[src/qpd_pkg.sv]
package qpd_pkg;

    // Control port slave address (7-bit); default value is a plain choice
    localparam logic [6:0] DEV_ADDR        = 7'h48;

    // Register map
    localparam logic [7:0] ADDR_POWER      = 8'h06;
    localparam logic [7:0] ADDR_GAIN1A     = 8'h2b;
    localparam logic [7:0] ADDR_GAIN1B     = 8'h2c;
    localparam logic [7:0] ADDR_GAIN2A     = 8'h33;
    localparam logic [7:0] ADDR_GAIN2B     = 8'h34;
    localparam logic [7:0] ADDR_STATUS     = 8'h36;

    localparam int NUM_CHAN = 4;
    localparam int SAMPLE_W = 24;

    // Channel order 1A, 1B, 2A, 2B from index 0 upward
    localparam logic [NUM_CHAN-1:0][7:0] GAIN_ADDRS =
        {ADDR_GAIN2B, ADDR_GAIN2A, ADDR_GAIN1B, ADDR_GAIN1A};

    // Power control fields
    localparam int PWR_ULP_BIT   = 7;
    localparam int PWR_LP_BIT    = 6;
    localparam int PWR_CLAMP_BIT = 5;
    localparam int PWR_THERM_BIT = 4;
    localparam logic [7:0] PWR_WRITE_MASK = 8'hf0;

    // Reset values and patterns
    localparam logic [7:0] PWR_RESET    = 8'h00;
    localparam logic [7:0] GAIN_RESET   = 8'h00;
    localparam logic [7:0] GAIN_MUTE    = 8'h80;
    localparam logic [7:0] STATUS_RESET = 8'h00;
    localparam logic [7:0] READ_UNMAPPED = 8'h00;

    // Analog settle times
    localparam int CLK_PERIOD_NS = 100;
    localparam int SHUTDOWN_NS   = 2000;
    localparam int WAKE_NS       = 2000;
    localparam int SHUTDOWN_CYC  =
        (SHUTDOWN_NS + CLK_PERIOD_NS - 1) / CLK_PERIOD_NS;
    localparam int WAKE_CYC      =
        (WAKE_NS + CLK_PERIOD_NS - 1) / CLK_PERIOD_NS;
    localparam logic [7:0] SHUTDOWN_LOAD = 8'(SHUTDOWN_CYC - 1);
    localparam logic [7:0] WAKE_LOAD     = 8'(WAKE_CYC - 1);

    localparam logic [2:0] BIT_LAST = 3'h7;

    typedef enum logic [1:0] {
        PWR_ACTIVE   = 2'b00,
        PWR_SHUTTING = 2'b01,
        PWR_DOWN     = 2'b11,
        PWR_WAKING   = 2'b10
    } qpd_pwr_state_t;

    typedef enum logic [3:0] {
        BUS_IDLE      = 4'b0000,
        BUS_ADDR      = 4'b0001,
        BUS_ADDR_ACK  = 4'b0011,
        BUS_PTR       = 4'b0010,
        BUS_PTR_ACK   = 4'b0110,
        BUS_WDATA     = 4'b0111,
        BUS_WDATA_ACK = 4'b0101,
        BUS_RDATA     = 4'b0100,
        BUS_RDATA_ACK = 4'b1100
    } qpd_bus_state_t;

    // Event status layout, bit 7 down to bit 0
    typedef struct packed {
        logic shutdown_complete_flag;
        logic thermal_trip_flag;
        logic sync_done_flag;
        logic path2b_overrange_flag;
        logic path2a_overrange_flag;
        logic path1b_overrange_flag;
        logic path1a_overrange_flag;
        logic mute_pin_flag;
    } qpd_event_t;

endpackage : qpd_pkg

[src/qpd_top.sv]
`timescale 1ns/100ps
module qpd_top
    import qpd_pkg::*;
(
    // Clock and reset
    input  wire logic                          CLK,
    input  wire logic                          RST_N,
    // Control port, open drain data
    input  wire logic                          SCL,
    input  wire logic                          SDA_IN,
    output logic                               SDA_OUT,
    output logic                               SDA_OE_N,
    // Event sources
    input  wire logic                          THERMAL_TRIP,
    input  wire logic                          SYNC_DONE,
    input  wire logic [NUM_CHAN-1:0]           OVERRANGE,
    input  wire logic                          MUTE_PIN,
    // Sample path
    input  wire logic [NUM_CHAN-1:0][SAMPLE_W-1:0] SAMPLE_IN,
    output logic      [NUM_CHAN-1:0][SAMPLE_W-1:0] SAMPLE_OUT,
    // Analog controls
    output logic                               ANALOG_ON,
    output logic                               THERMAL_SENSE_ON,
    output logic                               REFERENCE_FILTER_PIN_CLAMP
);
    // Bus slave state
    qpd_bus_state_t bus_state_reg, bus_state_next;
    logic [2:0] bit_cnt_reg, bit_cnt_next;
    logic [7:0] shift_reg, shift_next;
    logic [7:0] ptr_reg, ptr_next;
    logic       full_reg, full_next;
    logic       rw_reg, rw_next;
    logic       oe_n_reg, oe_n_next;
    logic       scl_prev_reg, sda_prev_reg;
    logic       wr_en, rd_clr;
    logic [7:0] rd_data;
    logic       scl_rise, scl_fall, bus_start, bus_stop;

    // Register and power state
    logic [7:0]            power_ctrl_reg, power_ctrl_next;
    qpd_event_t            status_reg, status_next, status_set;
    qpd_pwr_state_t        pwr_state_reg, pwr_state_next;
    logic [7:0]            pwr_cnt_reg, pwr_cnt_next;
    logic                  done_pulse, shut_req;
    logic                  analog_on_reg, therm_on_reg, clamp_reg;
    logic [NUM_CHAN-1:0][7:0] gains;

    assign scl_rise  = SCL & ~scl_prev_reg;
    assign scl_fall  = ~SCL & scl_prev_reg;
    assign bus_start = SCL & scl_prev_reg & sda_prev_reg & ~SDA_IN;
    assign bus_stop  = SCL & scl_prev_reg & ~sda_prev_reg & SDA_IN;

    // Read mux; reserved power bits and unmapped bytes read as zero
    always_comb begin
        rd_data = READ_UNMAPPED;
        if (ptr_reg == ADDR_POWER) begin
            rd_data = power_ctrl_reg & PWR_WRITE_MASK;
        end else if (ptr_reg == ADDR_STATUS) begin
            rd_data = status_reg;
        end
        for (int i = 0; i < NUM_CHAN; i++) begin
            if (ptr_reg == GAIN_ADDRS[i]) begin
                rd_data = gains[i];
            end
        end
    end

    // Control port byte engine
    always_comb begin
        bus_state_next = bus_state_reg;
        bit_cnt_next   = bit_cnt_reg;
        shift_next     = shift_reg;
        ptr_next       = ptr_reg;
        full_next      = full_reg;
        rw_next        = rw_reg;
        oe_n_next      = oe_n_reg;
        wr_en          = 1'b0;
        rd_clr         = 1'b0;
        if (bus_stop) begin
            bus_state_next = BUS_IDLE;
            oe_n_next      = 1'b1;
        end else if (bus_start) begin
            bus_state_next = BUS_ADDR;
            bit_cnt_next   = '0;
            full_next      = 1'b0;
            oe_n_next      = 1'b1;
        end else begin
            case (bus_state_reg)
                BUS_ADDR, BUS_PTR, BUS_WDATA: begin
                    if (scl_rise) begin
                        shift_next   = {shift_reg[6:0], SDA_IN};
                        bit_cnt_next = bit_cnt_reg + 3'h1;
                        full_next    = (bit_cnt_reg == BIT_LAST);
                    end else if (scl_fall && full_reg) begin
                        full_next    = 1'b0;
                        bit_cnt_next = '0;
                        oe_n_next    = 1'b0;
                        if (bus_state_reg == BUS_ADDR) begin
                            if (shift_reg[7:1] == DEV_ADDR) begin
                                rw_next        = shift_reg[0];
                                bus_state_next = BUS_ADDR_ACK;
                            end else begin
                                oe_n_next      = 1'b1;
                                bus_state_next = BUS_IDLE;
                            end
                        end else if (bus_state_reg == BUS_PTR) begin
                            ptr_next       = shift_reg;
                            bus_state_next = BUS_PTR_ACK;
                        end else begin
                            wr_en          = 1'b1;
                            ptr_next       = ptr_reg + 8'h01;
                            bus_state_next = BUS_WDATA_ACK;
                        end
                    end
                end
                BUS_ADDR_ACK, BUS_RDATA_ACK: begin
                    if (bus_state_reg == BUS_RDATA_ACK && scl_rise
                        && SDA_IN) begin
                        bus_state_next = BUS_IDLE;
                    end else if (scl_fall && (rw_reg ||
                                 bus_state_reg == BUS_RDATA_ACK)) begin
                        // Status is cleared as it is captured
                        shift_next     = rd_data;
                        oe_n_next      = rd_data[7];
                        rd_clr         = (ptr_reg == ADDR_STATUS);
                        ptr_next       = ptr_reg + 8'h01;
                        bit_cnt_next   = '0;
                        bus_state_next = BUS_RDATA;
                    end else if (scl_fall) begin
                        oe_n_next      = 1'b1;
                        bus_state_next = BUS_PTR;
                    end
                end
                BUS_PTR_ACK, BUS_WDATA_ACK: begin
                    if (scl_fall) begin
                        oe_n_next      = 1'b1;
                        bus_state_next = BUS_WDATA;
                    end
                end
                BUS_RDATA: begin
                    if (scl_fall) begin
                        if (bit_cnt_reg == BIT_LAST) begin
                            oe_n_next      = 1'b1;
                            bus_state_next = BUS_RDATA_ACK;
                        end else begin
                            shift_next   = {shift_reg[6:0], 1'b0};
                            oe_n_next    = shift_reg[6];
                            bit_cnt_next = bit_cnt_reg + 3'h1;
                        end
                    end
                end
                BUS_IDLE: begin
                    oe_n_next = 1'b1;
                end
                default: begin
                    oe_n_next      = 1'b1;
                    bus_state_next = BUS_IDLE;
                end
            endcase
        end
    end

    always_ff @(posedge CLK) begin
        if (!RST_N) begin
            bus_state_reg <= BUS_IDLE;
            bit_cnt_reg   <= '0;
            shift_reg     <= '0;
            ptr_reg       <= '0;
            full_reg      <= 1'b0;
            rw_reg        <= 1'b0;
            oe_n_reg      <= 1'b1;
            scl_prev_reg  <= 1'b1;
            sda_prev_reg  <= 1'b1;
        end else begin
            bus_state_reg <= bus_state_next;
            bit_cnt_reg   <= bit_cnt_next;
            shift_reg     <= shift_next;
            ptr_reg       <= ptr_next;
            full_reg      <= full_next;
            rw_reg        <= rw_next;
            oe_n_reg      <= oe_n_next;
            scl_prev_reg  <= SCL;
            sda_prev_reg  <= SDA_IN;
        end
    end

    // Power sequencer; the host's order of writes is trusted, not checked
    assign shut_req = power_ctrl_reg[PWR_ULP_BIT] |
                      power_ctrl_reg[PWR_LP_BIT];

    always_comb begin
        power_ctrl_next = power_ctrl_reg;
        if (wr_en && ptr_reg == ADDR_POWER) begin
            power_ctrl_next = shift_reg & PWR_WRITE_MASK;
        end
        pwr_state_next = pwr_state_reg;
        pwr_cnt_next   = pwr_cnt_reg;
        done_pulse     = 1'b0;
        case (pwr_state_reg)
            PWR_ACTIVE: begin
                if (shut_req) begin
                    pwr_state_next = PWR_SHUTTING;
                    pwr_cnt_next   = SHUTDOWN_LOAD;
                end
            end
            PWR_SHUTTING: begin
                if (pwr_cnt_reg == '0) begin
                    pwr_state_next = PWR_DOWN;
                    done_pulse     = 1'b1;
                end else begin
                    pwr_cnt_next = pwr_cnt_reg - 8'h01;
                end
            end
            PWR_DOWN: begin
                if (!shut_req) begin
                    pwr_state_next = PWR_WAKING;
                    pwr_cnt_next   = WAKE_LOAD;
                end
            end
            PWR_WAKING: begin
                if (pwr_cnt_reg == '0) begin
                    pwr_state_next = PWR_ACTIVE;
                end else begin
                    pwr_cnt_next = pwr_cnt_reg - 8'h01;
                end
            end
            default: begin
                pwr_state_next = PWR_ACTIVE;
            end
        endcase
    end

    // Sticky events; a set in the clearing cycle wins
    always_comb begin
        status_set = '0;
        status_set.shutdown_complete_flag = done_pulse;
        status_set.thermal_trip_flag      = THERMAL_TRIP & therm_on_reg;
        status_set.sync_done_flag         = SYNC_DONE;
        status_set.path2b_overrange_flag  = OVERRANGE[3];
        status_set.path2a_overrange_flag  = OVERRANGE[2];
        status_set.path1b_overrange_flag  = OVERRANGE[1];
        status_set.path1a_overrange_flag  = OVERRANGE[0];
        status_set.mute_pin_flag          = MUTE_PIN;
        status_next = (rd_clr ? qpd_event_t'(STATUS_RESET) : status_reg)
                      | status_set;
    end

    always_ff @(posedge CLK) begin
        if (!RST_N) begin
            power_ctrl_reg <= PWR_RESET;
            pwr_state_reg  <= PWR_ACTIVE;
            pwr_cnt_reg    <= '0;
            status_reg     <= qpd_event_t'(STATUS_RESET);
            analog_on_reg  <= 1'b1;
            therm_on_reg   <= 1'b1;
            clamp_reg      <= 1'b0;
        end else begin
            power_ctrl_reg <= power_ctrl_next;
            pwr_state_reg  <= pwr_state_next;
            pwr_cnt_reg    <= pwr_cnt_next;
            status_reg     <= status_next;
            analog_on_reg  <= (pwr_state_next == PWR_ACTIVE);
            therm_on_reg   <= ~power_ctrl_next[PWR_THERM_BIT];
            clamp_reg      <= power_ctrl_next[PWR_CLAMP_BIT];
        end
    end

    // Per-channel gain register and mute
    for (genvar c = 0; c < NUM_CHAN; c++) begin : g_chan
        qpd_chan u_chan (
            .clk        (CLK),
            .rst_n      (RST_N),
            .we         (wr_en && ptr_reg == GAIN_ADDRS[c]),
            .wdata      (shift_reg),
            .analog_on  (analog_on_reg),
            .sample_in  (SAMPLE_IN[c]),
            .gain       (gains[c]),
            .sample_out (SAMPLE_OUT[c])
        );
    end

    // Open drain: only ever pulls low
    always_ff @(posedge CLK) begin
        SDA_OUT <= 1'b0;
    end

    assign SDA_OE_N         = oe_n_reg;
    assign ANALOG_ON        = analog_on_reg;
    assign THERMAL_SENSE_ON = therm_on_reg;
    assign REFERENCE_FILTER_PIN_CLAMP       = clamp_reg;

endmodule : qpd_top

[src/qpd_chan.sv]
`timescale 1ns/100ps
module qpd_chan
    import qpd_pkg::*;
(
    // Clock and reset
    input  wire logic                clk,
    input  wire logic                rst_n,
    // Gain register write
    input  wire logic                we,
    input  wire logic [7:0]          wdata,
    input  wire logic                analog_on,
    // Sample path
    input  wire logic [SAMPLE_W-1:0] sample_in,
    output logic      [7:0]          gain,
    output logic      [SAMPLE_W-1:0] sample_out
);
    logic [7:0]          gain_reg;
    logic [7:0]          gain_next;
    logic [SAMPLE_W-1:0] sample_reg;
    logic [SAMPLE_W-1:0] sample_next;

    always_comb begin
        gain_next = we ? wdata : gain_reg;
        // Mute pattern silences the path; scaling is done downstream
        if ((gain_reg == GAIN_MUTE) || !analog_on) begin
            sample_next = '0;
        end else begin
            sample_next = sample_in;
        end
    end

    always_ff @(posedge clk) begin
        if (!rst_n) begin
            gain_reg   <= GAIN_RESET;
            sample_reg <= '0;
        end else begin
            gain_reg   <= gain_next;
            sample_reg <= sample_next;
        end
    end

    assign gain       = gain_reg;
    assign sample_out = sample_reg;

endmodule : qpd_chan

[config.mk]
export PLATFORM = sky130hd
export DESIGN_NAME = qpd_top
export DESIGN_NICKNAME = d
export VERILOG_FILES = /design/src/qpd_pkg.sv /design/src/qpd_top.sv /design/src/qpd_chan.sv
export SDC_FILE = /design/constraint.sdc
export NUM_CORES = 1
export LEC_CHECK = 0
export ABC_CLOCK_PERIOD_IN_PS = 2500
export BUFFER_PORTS_ARGS = -buffer_cell sky130_fd_sc_hd__buf_4
export CAP_MARGIN = 25
export CORE_UTILIZATION = 52
export DETAILED_ROUTE_END_ITERATION = 10
export GPL_ROUTABILITY_DRIVEN = 0
export HOLD_SLACK_MARGIN = 0.08
export PLACE_DENSITY = 0.8
export REMOVE_ABC_BUFFERS = 1
export SYNTH_ARGS = -nofsm -noshare
export SYNTH_HDL_FRONTEND = slang
export SYNTH_SLANG_ARGS = --single-unit
[constraint.sdc]
create_clock -name CLK -period 2.5 [get_ports CLK]
set_input_delay 0.125 -clock CLK [delete_from_list [all_inputs] [get_ports CLK]]
set_output_delay 0.125 -clock CLK [all_outputs]
set_load 0.02 [all_outputs]
==> impl_metrics.json, run 1 <==
{
  "status": "finished, final reports clean",
  "rows": 42,
  "synth-edff-count": 0,
  "dr.pass1.iters": 6,
  "synth_area_um2": 7230,
  "clkTransAtPathRegs_ns": 0.07,
  "drt_iter0_drc": 574,
  "synth_flop_cell": "dfxtp_1",
  "startpoint_type": "register",
  "root_buffer": "clkbuf_16",
  "clockBufferDepth": 2,
  "grt_pass1_vias": 6809,
  "wl_per_cell_um": 17.9,
  "path_cells": "buf_4, xnor3_1, a211oi_1, nor3_2, mux2i_1, a211oi_1",
  "drive_gt1_share_pct": 26.1,
  "ys_ff_latch": 180,
  "hold_path.class": "input port to register",
  "cts_sinks": 180,
  "synth_area_leader_cell": "dfxtp_1",
  "async_flop_share_pct": 0,
  "syn_to_final_growth_pct": 46.6,
  "largest_reg_flops": 96,
  "rsz0062_at_grt": "no",
  "hold-worst-slack_ns": 0.440,
  "crit_family": "compound AO/OA/AOI/OAI gates",
  "antenna_found_initial": 2,
  "initial_core_util_pct": 54.0,
  "die-area_um2": 14400,
  "path_class": "register to register",
  "synth_top_area_share_pct": 49.8,
  "setup_violations": 0,
  "cp-end-kind": "register",
  "ys_warn_count": 0,
  "cpPeakStageDelay_ns": 0.58,
  "synth_area_leaders": "dfxtp_1 (50%), and2_1 (8.8%), mux2i_1 (5.4%)",
  "hold_violations": 0,
  "worst_path_max_delay_cell": "dfxtp_1",
  "synth_cell_types": 79,
  "critical_path_arrival_ns": 2.60,
  "layout.area.seq_um2": 3600,
  "drv_cap": 0,
  "antenna_left": 0,
  "hpwl_mm": 13.4,
  "detailroute.via_count": 6779,
  "ir_worst_vdd_mv": 0.704,
  "multi_input_area_um2": 3360,
  "port_buffers": 206,
  "synth_cells": 758,
  "grt_pass1_wl_mm": 35.0,
  "drt_wl_total_mm": 22.4,
  "cts_tree": "built",
  "htreeDepth": 4,
  "path_max_fanout": 12,
  "worst_clock_skew_ns": 0.0142,
  "slew_headroom_pct": 54.6,
  "grt_use_total_pct": 31.8,
  "die_h_um": 120,
  "postSynthAreaPerCell_um2": 9.54,
  "critical_path_required_ns": 2.83,
  "powerDensity_nw_per_um2": 620,
  "insertion_delay_ns": 0.43,
  "coreArea_um2": 13400,
  "path_buf_inv": 1,
  "fill_cells": 839,
  "io_pins": 208,
  "power.leakage_uw": 0.00458,
  "nNetsFinal": 1181,
  "drc": 0,
  "fin_crit_sh_pct": 90.6,
  "period_needed_ns": 2.26,
  "grt_max_degree": 34,
  "vias_per_cell": 5.41,
  "cts_buffers": 17,
  "worst_pin_slew_ns": 0.682,
  "grt-ovfl-total": 0,
  "tns_ns": 0,
  "cp_common_cell": "a211oi_1",
  "synth_seq_area_share_pct": 49.8,
  "timing.fmax_mhz": 442,
  "fp.dieW_um": 120,
  "finalMaxSlewViolations": 0
}
metal layers:
| metal | global-route usage [%] | vias to the layer above | share of wire (%) |
|---|---|---|---|
| met5 | 0 | - | 0 |
| met4 | 15.7 | 0 | 4.1 |
| met3 | 8.08 | 76 | 7.4 |
| met2 | 55.2 | 308 | 52 |
| met1 | 35.9 | 3168 | 37 |
| li1 | - | 3227 | - |
kinds of logic (layout without fill, tap and decap cells):
kind of cell / count (synthesis) / count (layout) / synth area share [%]
multiplexers: 41 / 41 / 5.71
buffers and inverters: 62 / 380 / 3.75
AND/OR/NAND/NOR: 308 / 308 / 23.9
XOR/XNOR: 8 / 8 / 1.16
flip-flops: 180 / 180 / 49.8
adder cells (fa/ha/maj): 11 / 11 / 1.90
other: 1 / 2 / 0.0518
AO/OA/AOI/OAI: 147 / 147 / 13.7
through the flow:
stage                     worst slack (ns)  total power, uW  cell area, um^2  std cells  utilization, %
after CTS                            0.202             6540            10600       1252            79.1
after floorplan                      0.145             3410             7020        712               -
after global routing                0.0242             6810            10600       1253            79.1
after global placement               0.326             3750             8920       1112            66.6
after detailed placement             0.234             3760             8920       1112            66.6
final                                0.235             6570            10600       1253            79.1
tightest hold or removal path: stages:
cell	delay, ns
dlygate4sd3_1	0.53
buf_4	0.09
and2_1	0.10
synthesized netlist by cell type (all sizes together), types with 7 or more instances:
library cell	count
o21ai	20
nand2b	8
and2	103
a31oi	12
dfxtp	180
buf	16
clkbuf	30
nand2	29
nand3	14
mux2i	39
nor2	86
nor4b	7
nor3	12
a21oi	55
ha	11
a2bb2oi	7
inv	16
and3	9
cells in the final DEF, fill, tap and decap left out, drive strengths merged, types with 6 or more instances in the layout:
cell type and count:
a2bb2oi 7, nor3 12, and3 9, nand4 6, clkinv 6, nand2b 8
clkbuf 21, nor4b 7, a21oi 55, nand2 29, o21ai 20, inv 18
and3b 6, and2 103, nand3 14, mux2i 39, nor2 86, ha 11
xor2 6, buf 224, a31oi 12, nor4 6, dfxtp 180, dlygate4sd3 108
path summary, 6_finish.rpt:
check / startpoint / end / slack (ns) / depth (start not counted)
worst max-delay path: bus_state_reg[1] / bus_state_reg[0] / 0.24 / 6
worst min-delay path: SAMPLE_IN[89] / g_chan[3].u_chan.sample_out[17] / 0.44 / 3
worst max register to register: bus_state_reg[1] / bus_state_reg[0] / 0.24 / 6
worst min register to register: bit_cnt_reg[0] / bit_cnt_reg[0] / 0.48 / 2
area by class of cell:
type                       count  share of cell area [%]
tap                          176                    2.08
inverter                      16                   0.566
sequential                   180                    34.0
clock buffer                  21                    4.44
timing repair buffer         332                    26.0
antenna                        1                  0.0236
clock inverter                11                    1.18
multi-input combinational    516                    31.7
where the power goes:
part,internal (uW),leakage [uW],total (uW),switching [uW]
Clock,1560,0.000295,2700,1140
Combinational,444,0.00281,834,389
Sequential,2970,0.00148,3040,69.8
timing repair:
action / 4_1_cts / 5_1_grt
buffers inserted: 0 / 0
endpoints found under the hold margin: 106 / 0
setup endpoints to repair: 0 / 1
hold buffers: 108 / 0
resized for setup: 0 / 1
No activity file was read; power rests on OpenSTA's default activity.
==> run 2, diff against run 1 <==
- BUFFER_PORTS_ARGS: -buffer_cell sky130_fd_sc_hd__buf_4 -> default
- CORE_UTILIZATION: 52 -> 63
- DONT_BUFFER_PORTS: default -> 1
- PLACE_DENSITY: 0.8 -> 0.89
- TNS_END_PERCENT: default -> 20
==> run 2 against run 1 <==
Net effect: sequential power is 4% higher; critical path depth did not move; worst hold slack got worse by 0.32 ns; first-iteration DRC count up 45%; cell area is 15% lower; largest cell class unchanged; register-to-register slack worse by 0.099 ns; worst setup slack got worse by 0.099 ns; critical endpoint is now g_chan[1].u_chan.gain[0].
==> impl_metrics.json, run 2 (synthesized netlist as in run 1, its figures left out) <==
{
  "final_util_pct": 81.6,
  "crit_family": "simple AND/OR/NAND/NOR gates",
  "tns_ns": 0,
  "coreArea_um2": 11000,
  "clockBufferDepth": 2,
  "fill_cells": 665,
  "cpPeakStageDelay_ns": 0.60,
  "syn_to_final_growth_pct": 24.4,
  "rsz0062_at_grt": "no",
  "cts_tree": "built",
  "die_h_um": 109,
  "hold_violations": 0,
  "antenna_found_initial": 0,
  "diodes": 0,
  "cp-end-kind": "register",
  "drc": 0,
  "slew_headroom_pct": 37.0,
  "power.leakage_uw": 0.00355,
  "vias_per_cell": 6.15,
  "powerDensity_nw_per_um2": 702,
  "io_pins": 208,
  "worst_path_max_delay_cell": "dfxtp_1",
  "path_max_fanout": 13,
  "cts_sinks": 180,
  "insertion_delay_ns": 0.43,
  "detailroute.via_count": 6207,
  "cts_buffers": 17,
  "wl_per_cell_um": 20.2,
  "finalNonFillerCells": 1009,
  "final_cell_mix": "dfxtp_1 (178), dlygate4sd3_1 (107), and2_1 (102)",
  "nNetsFinal": 974,
  "drv_cap": 0,
  "setup_ws_ns": 0.136,
  "drt_wl_total_mm": 20.4,
  "period_needed_ns": 2.36,
  "post-cts-setup-buffers": 0,
  "hpwl_mm": 12.7,
  "pre_cts_slack_ns": 0.155,
  "grt_pass1_vias": 6231,
  "status": "finished, final reports clean",
  "dp.cells": 870,
  "hold_path.class": "input port to register",
  "rows": 38,
  "initial_core_util_pct": 65.6,
  "fin_crit_sh_pct": 94.5,
  "grt-ovfl-total": 0,
  "critical_path_required_ns": 2.78,
  "ir_worst_vdd_mv": 0.583,
  "antenna_left": 0,
  "path_class": "register to register",
  "dr.pass1.iters": 5,
  "setup_violations": 0,
  "grt_pass1_wl_mm": 31.2,
  "rrSetupSlack_ns": 0.14,
  "critical_path_arrival_ns": 2.65,
  "startpoint_type": "register",
  "final_common_cell": "dfxtp_1",
  "worst_clock_skew_ns": 0.0109,
  "worst_pin_slew_ns": 0.944,
  "htreeDepth": 4,
  "clkTransAtPathRegs_ns": 0.07,
  "path_buf_inv": 1,
  "die-area_um2": 11900,
  "grt_max_degree": 26,
  "path_cells": "buf_4, nand2_1, nor2_1, and2_1, mux2i_1, nor2_1",
  "timing.fmax_mhz": 423,
  "finalMaxSlewViolations": 0,
  "fp.dieW_um": 109,
  "cp_common_cell": "nor2_1",
  "fin_total_pwr_uw": 6320,
  "drt_iter0_drc": 834,
  "drive_gt1_share_pct": 8.75,
  "root_buffer": "clkbuf_16",
  "largest_reg_flops": 96,
  "grt_use_total_pct": 34.8,
  "port_buffers": 0
}
-- run 2: cell types whose count changed in the layout (fill, tap and decap cells not counted), sizes merged --
cell and change:
clkinvlp +1, buf -206, dlygate4sd3 -1, clkbuf -3, diode -1, inv +6, clkinv -4
-- run 2: per-layer routing --
layer / vias to the layer above / share of wire [%] / global-route usage, %
met5: - / 0 / 0
met3: 86 / 9.1 / 9.44
li1: 2820 / - / -
met2: 410 / 51 / 60.1
met1: 2891 / 37 / 39.7
met4: 0 / 3.5 / 16.6
-- run 2: layout make-up --
| type | instances | area, um^2 | share of cell area, % |
|---|---|---|---|
| Sequential cell | 180 | 3610 | 40.1 |
| Multi-Input combinational cell | 516 | 3360 | 37.3 |
| Timing Repair Buffer | 125 | 1210 | 13.4 |
| Clock buffer | 18 | 429 | 4.77 |
| Tap cell | 140 | 175 | 1.95 |
| Clock inverter | 14 | 166 | 1.85 |
| Inverter | 16 | 60.1 | 0.667 |
-- run 2: timing repair --
action,CTS,global route
endpoints found under the hold margin,134,0
hold buffers,107,0
endpoints found under the setup margin,0,12
resized for setup,0,2
-- run 2: final timing paths --
check | startpoint | end | depth (start not counted)
setup / recovery | bus_state_reg[2] | g_chan[1].u_chan.gain[0] | 6
hold / removal | SCL | bus_state_reg[0] | 2
setup reg to reg | bus_state_reg[2] | g_chan[1].u_chan.gain[0] | 6
hold reg to reg | bit_cnt_reg[0] | bit_cnt_reg[0] | 2
-- run 2: power by group --
group | total (uW) | switching [uW] | internal [uW] | leakage, uW
Combinational | 455 | 214 | 241 | 0.00178
Sequential | 3160 | 187 | 2970 | 0.00148
Clock | 2700 | 1190 | 1510 | 0.000288
-- run 2: stage by stage --
| step | cell area (um^2) | hold slack (ns) |
|---|---|---|
| 2_1_floorplan | 7020 | 0.194 |
| 3_3_place_gp | 7330 | 0.201 |
| 3_5_place_dp | 7330 | 0.203 |
| 4_1_cts | 9000 | 0.117 |
| 5_1_grt | 9000 | 0.133 |
| 6_report | 9000 | 0.118 |
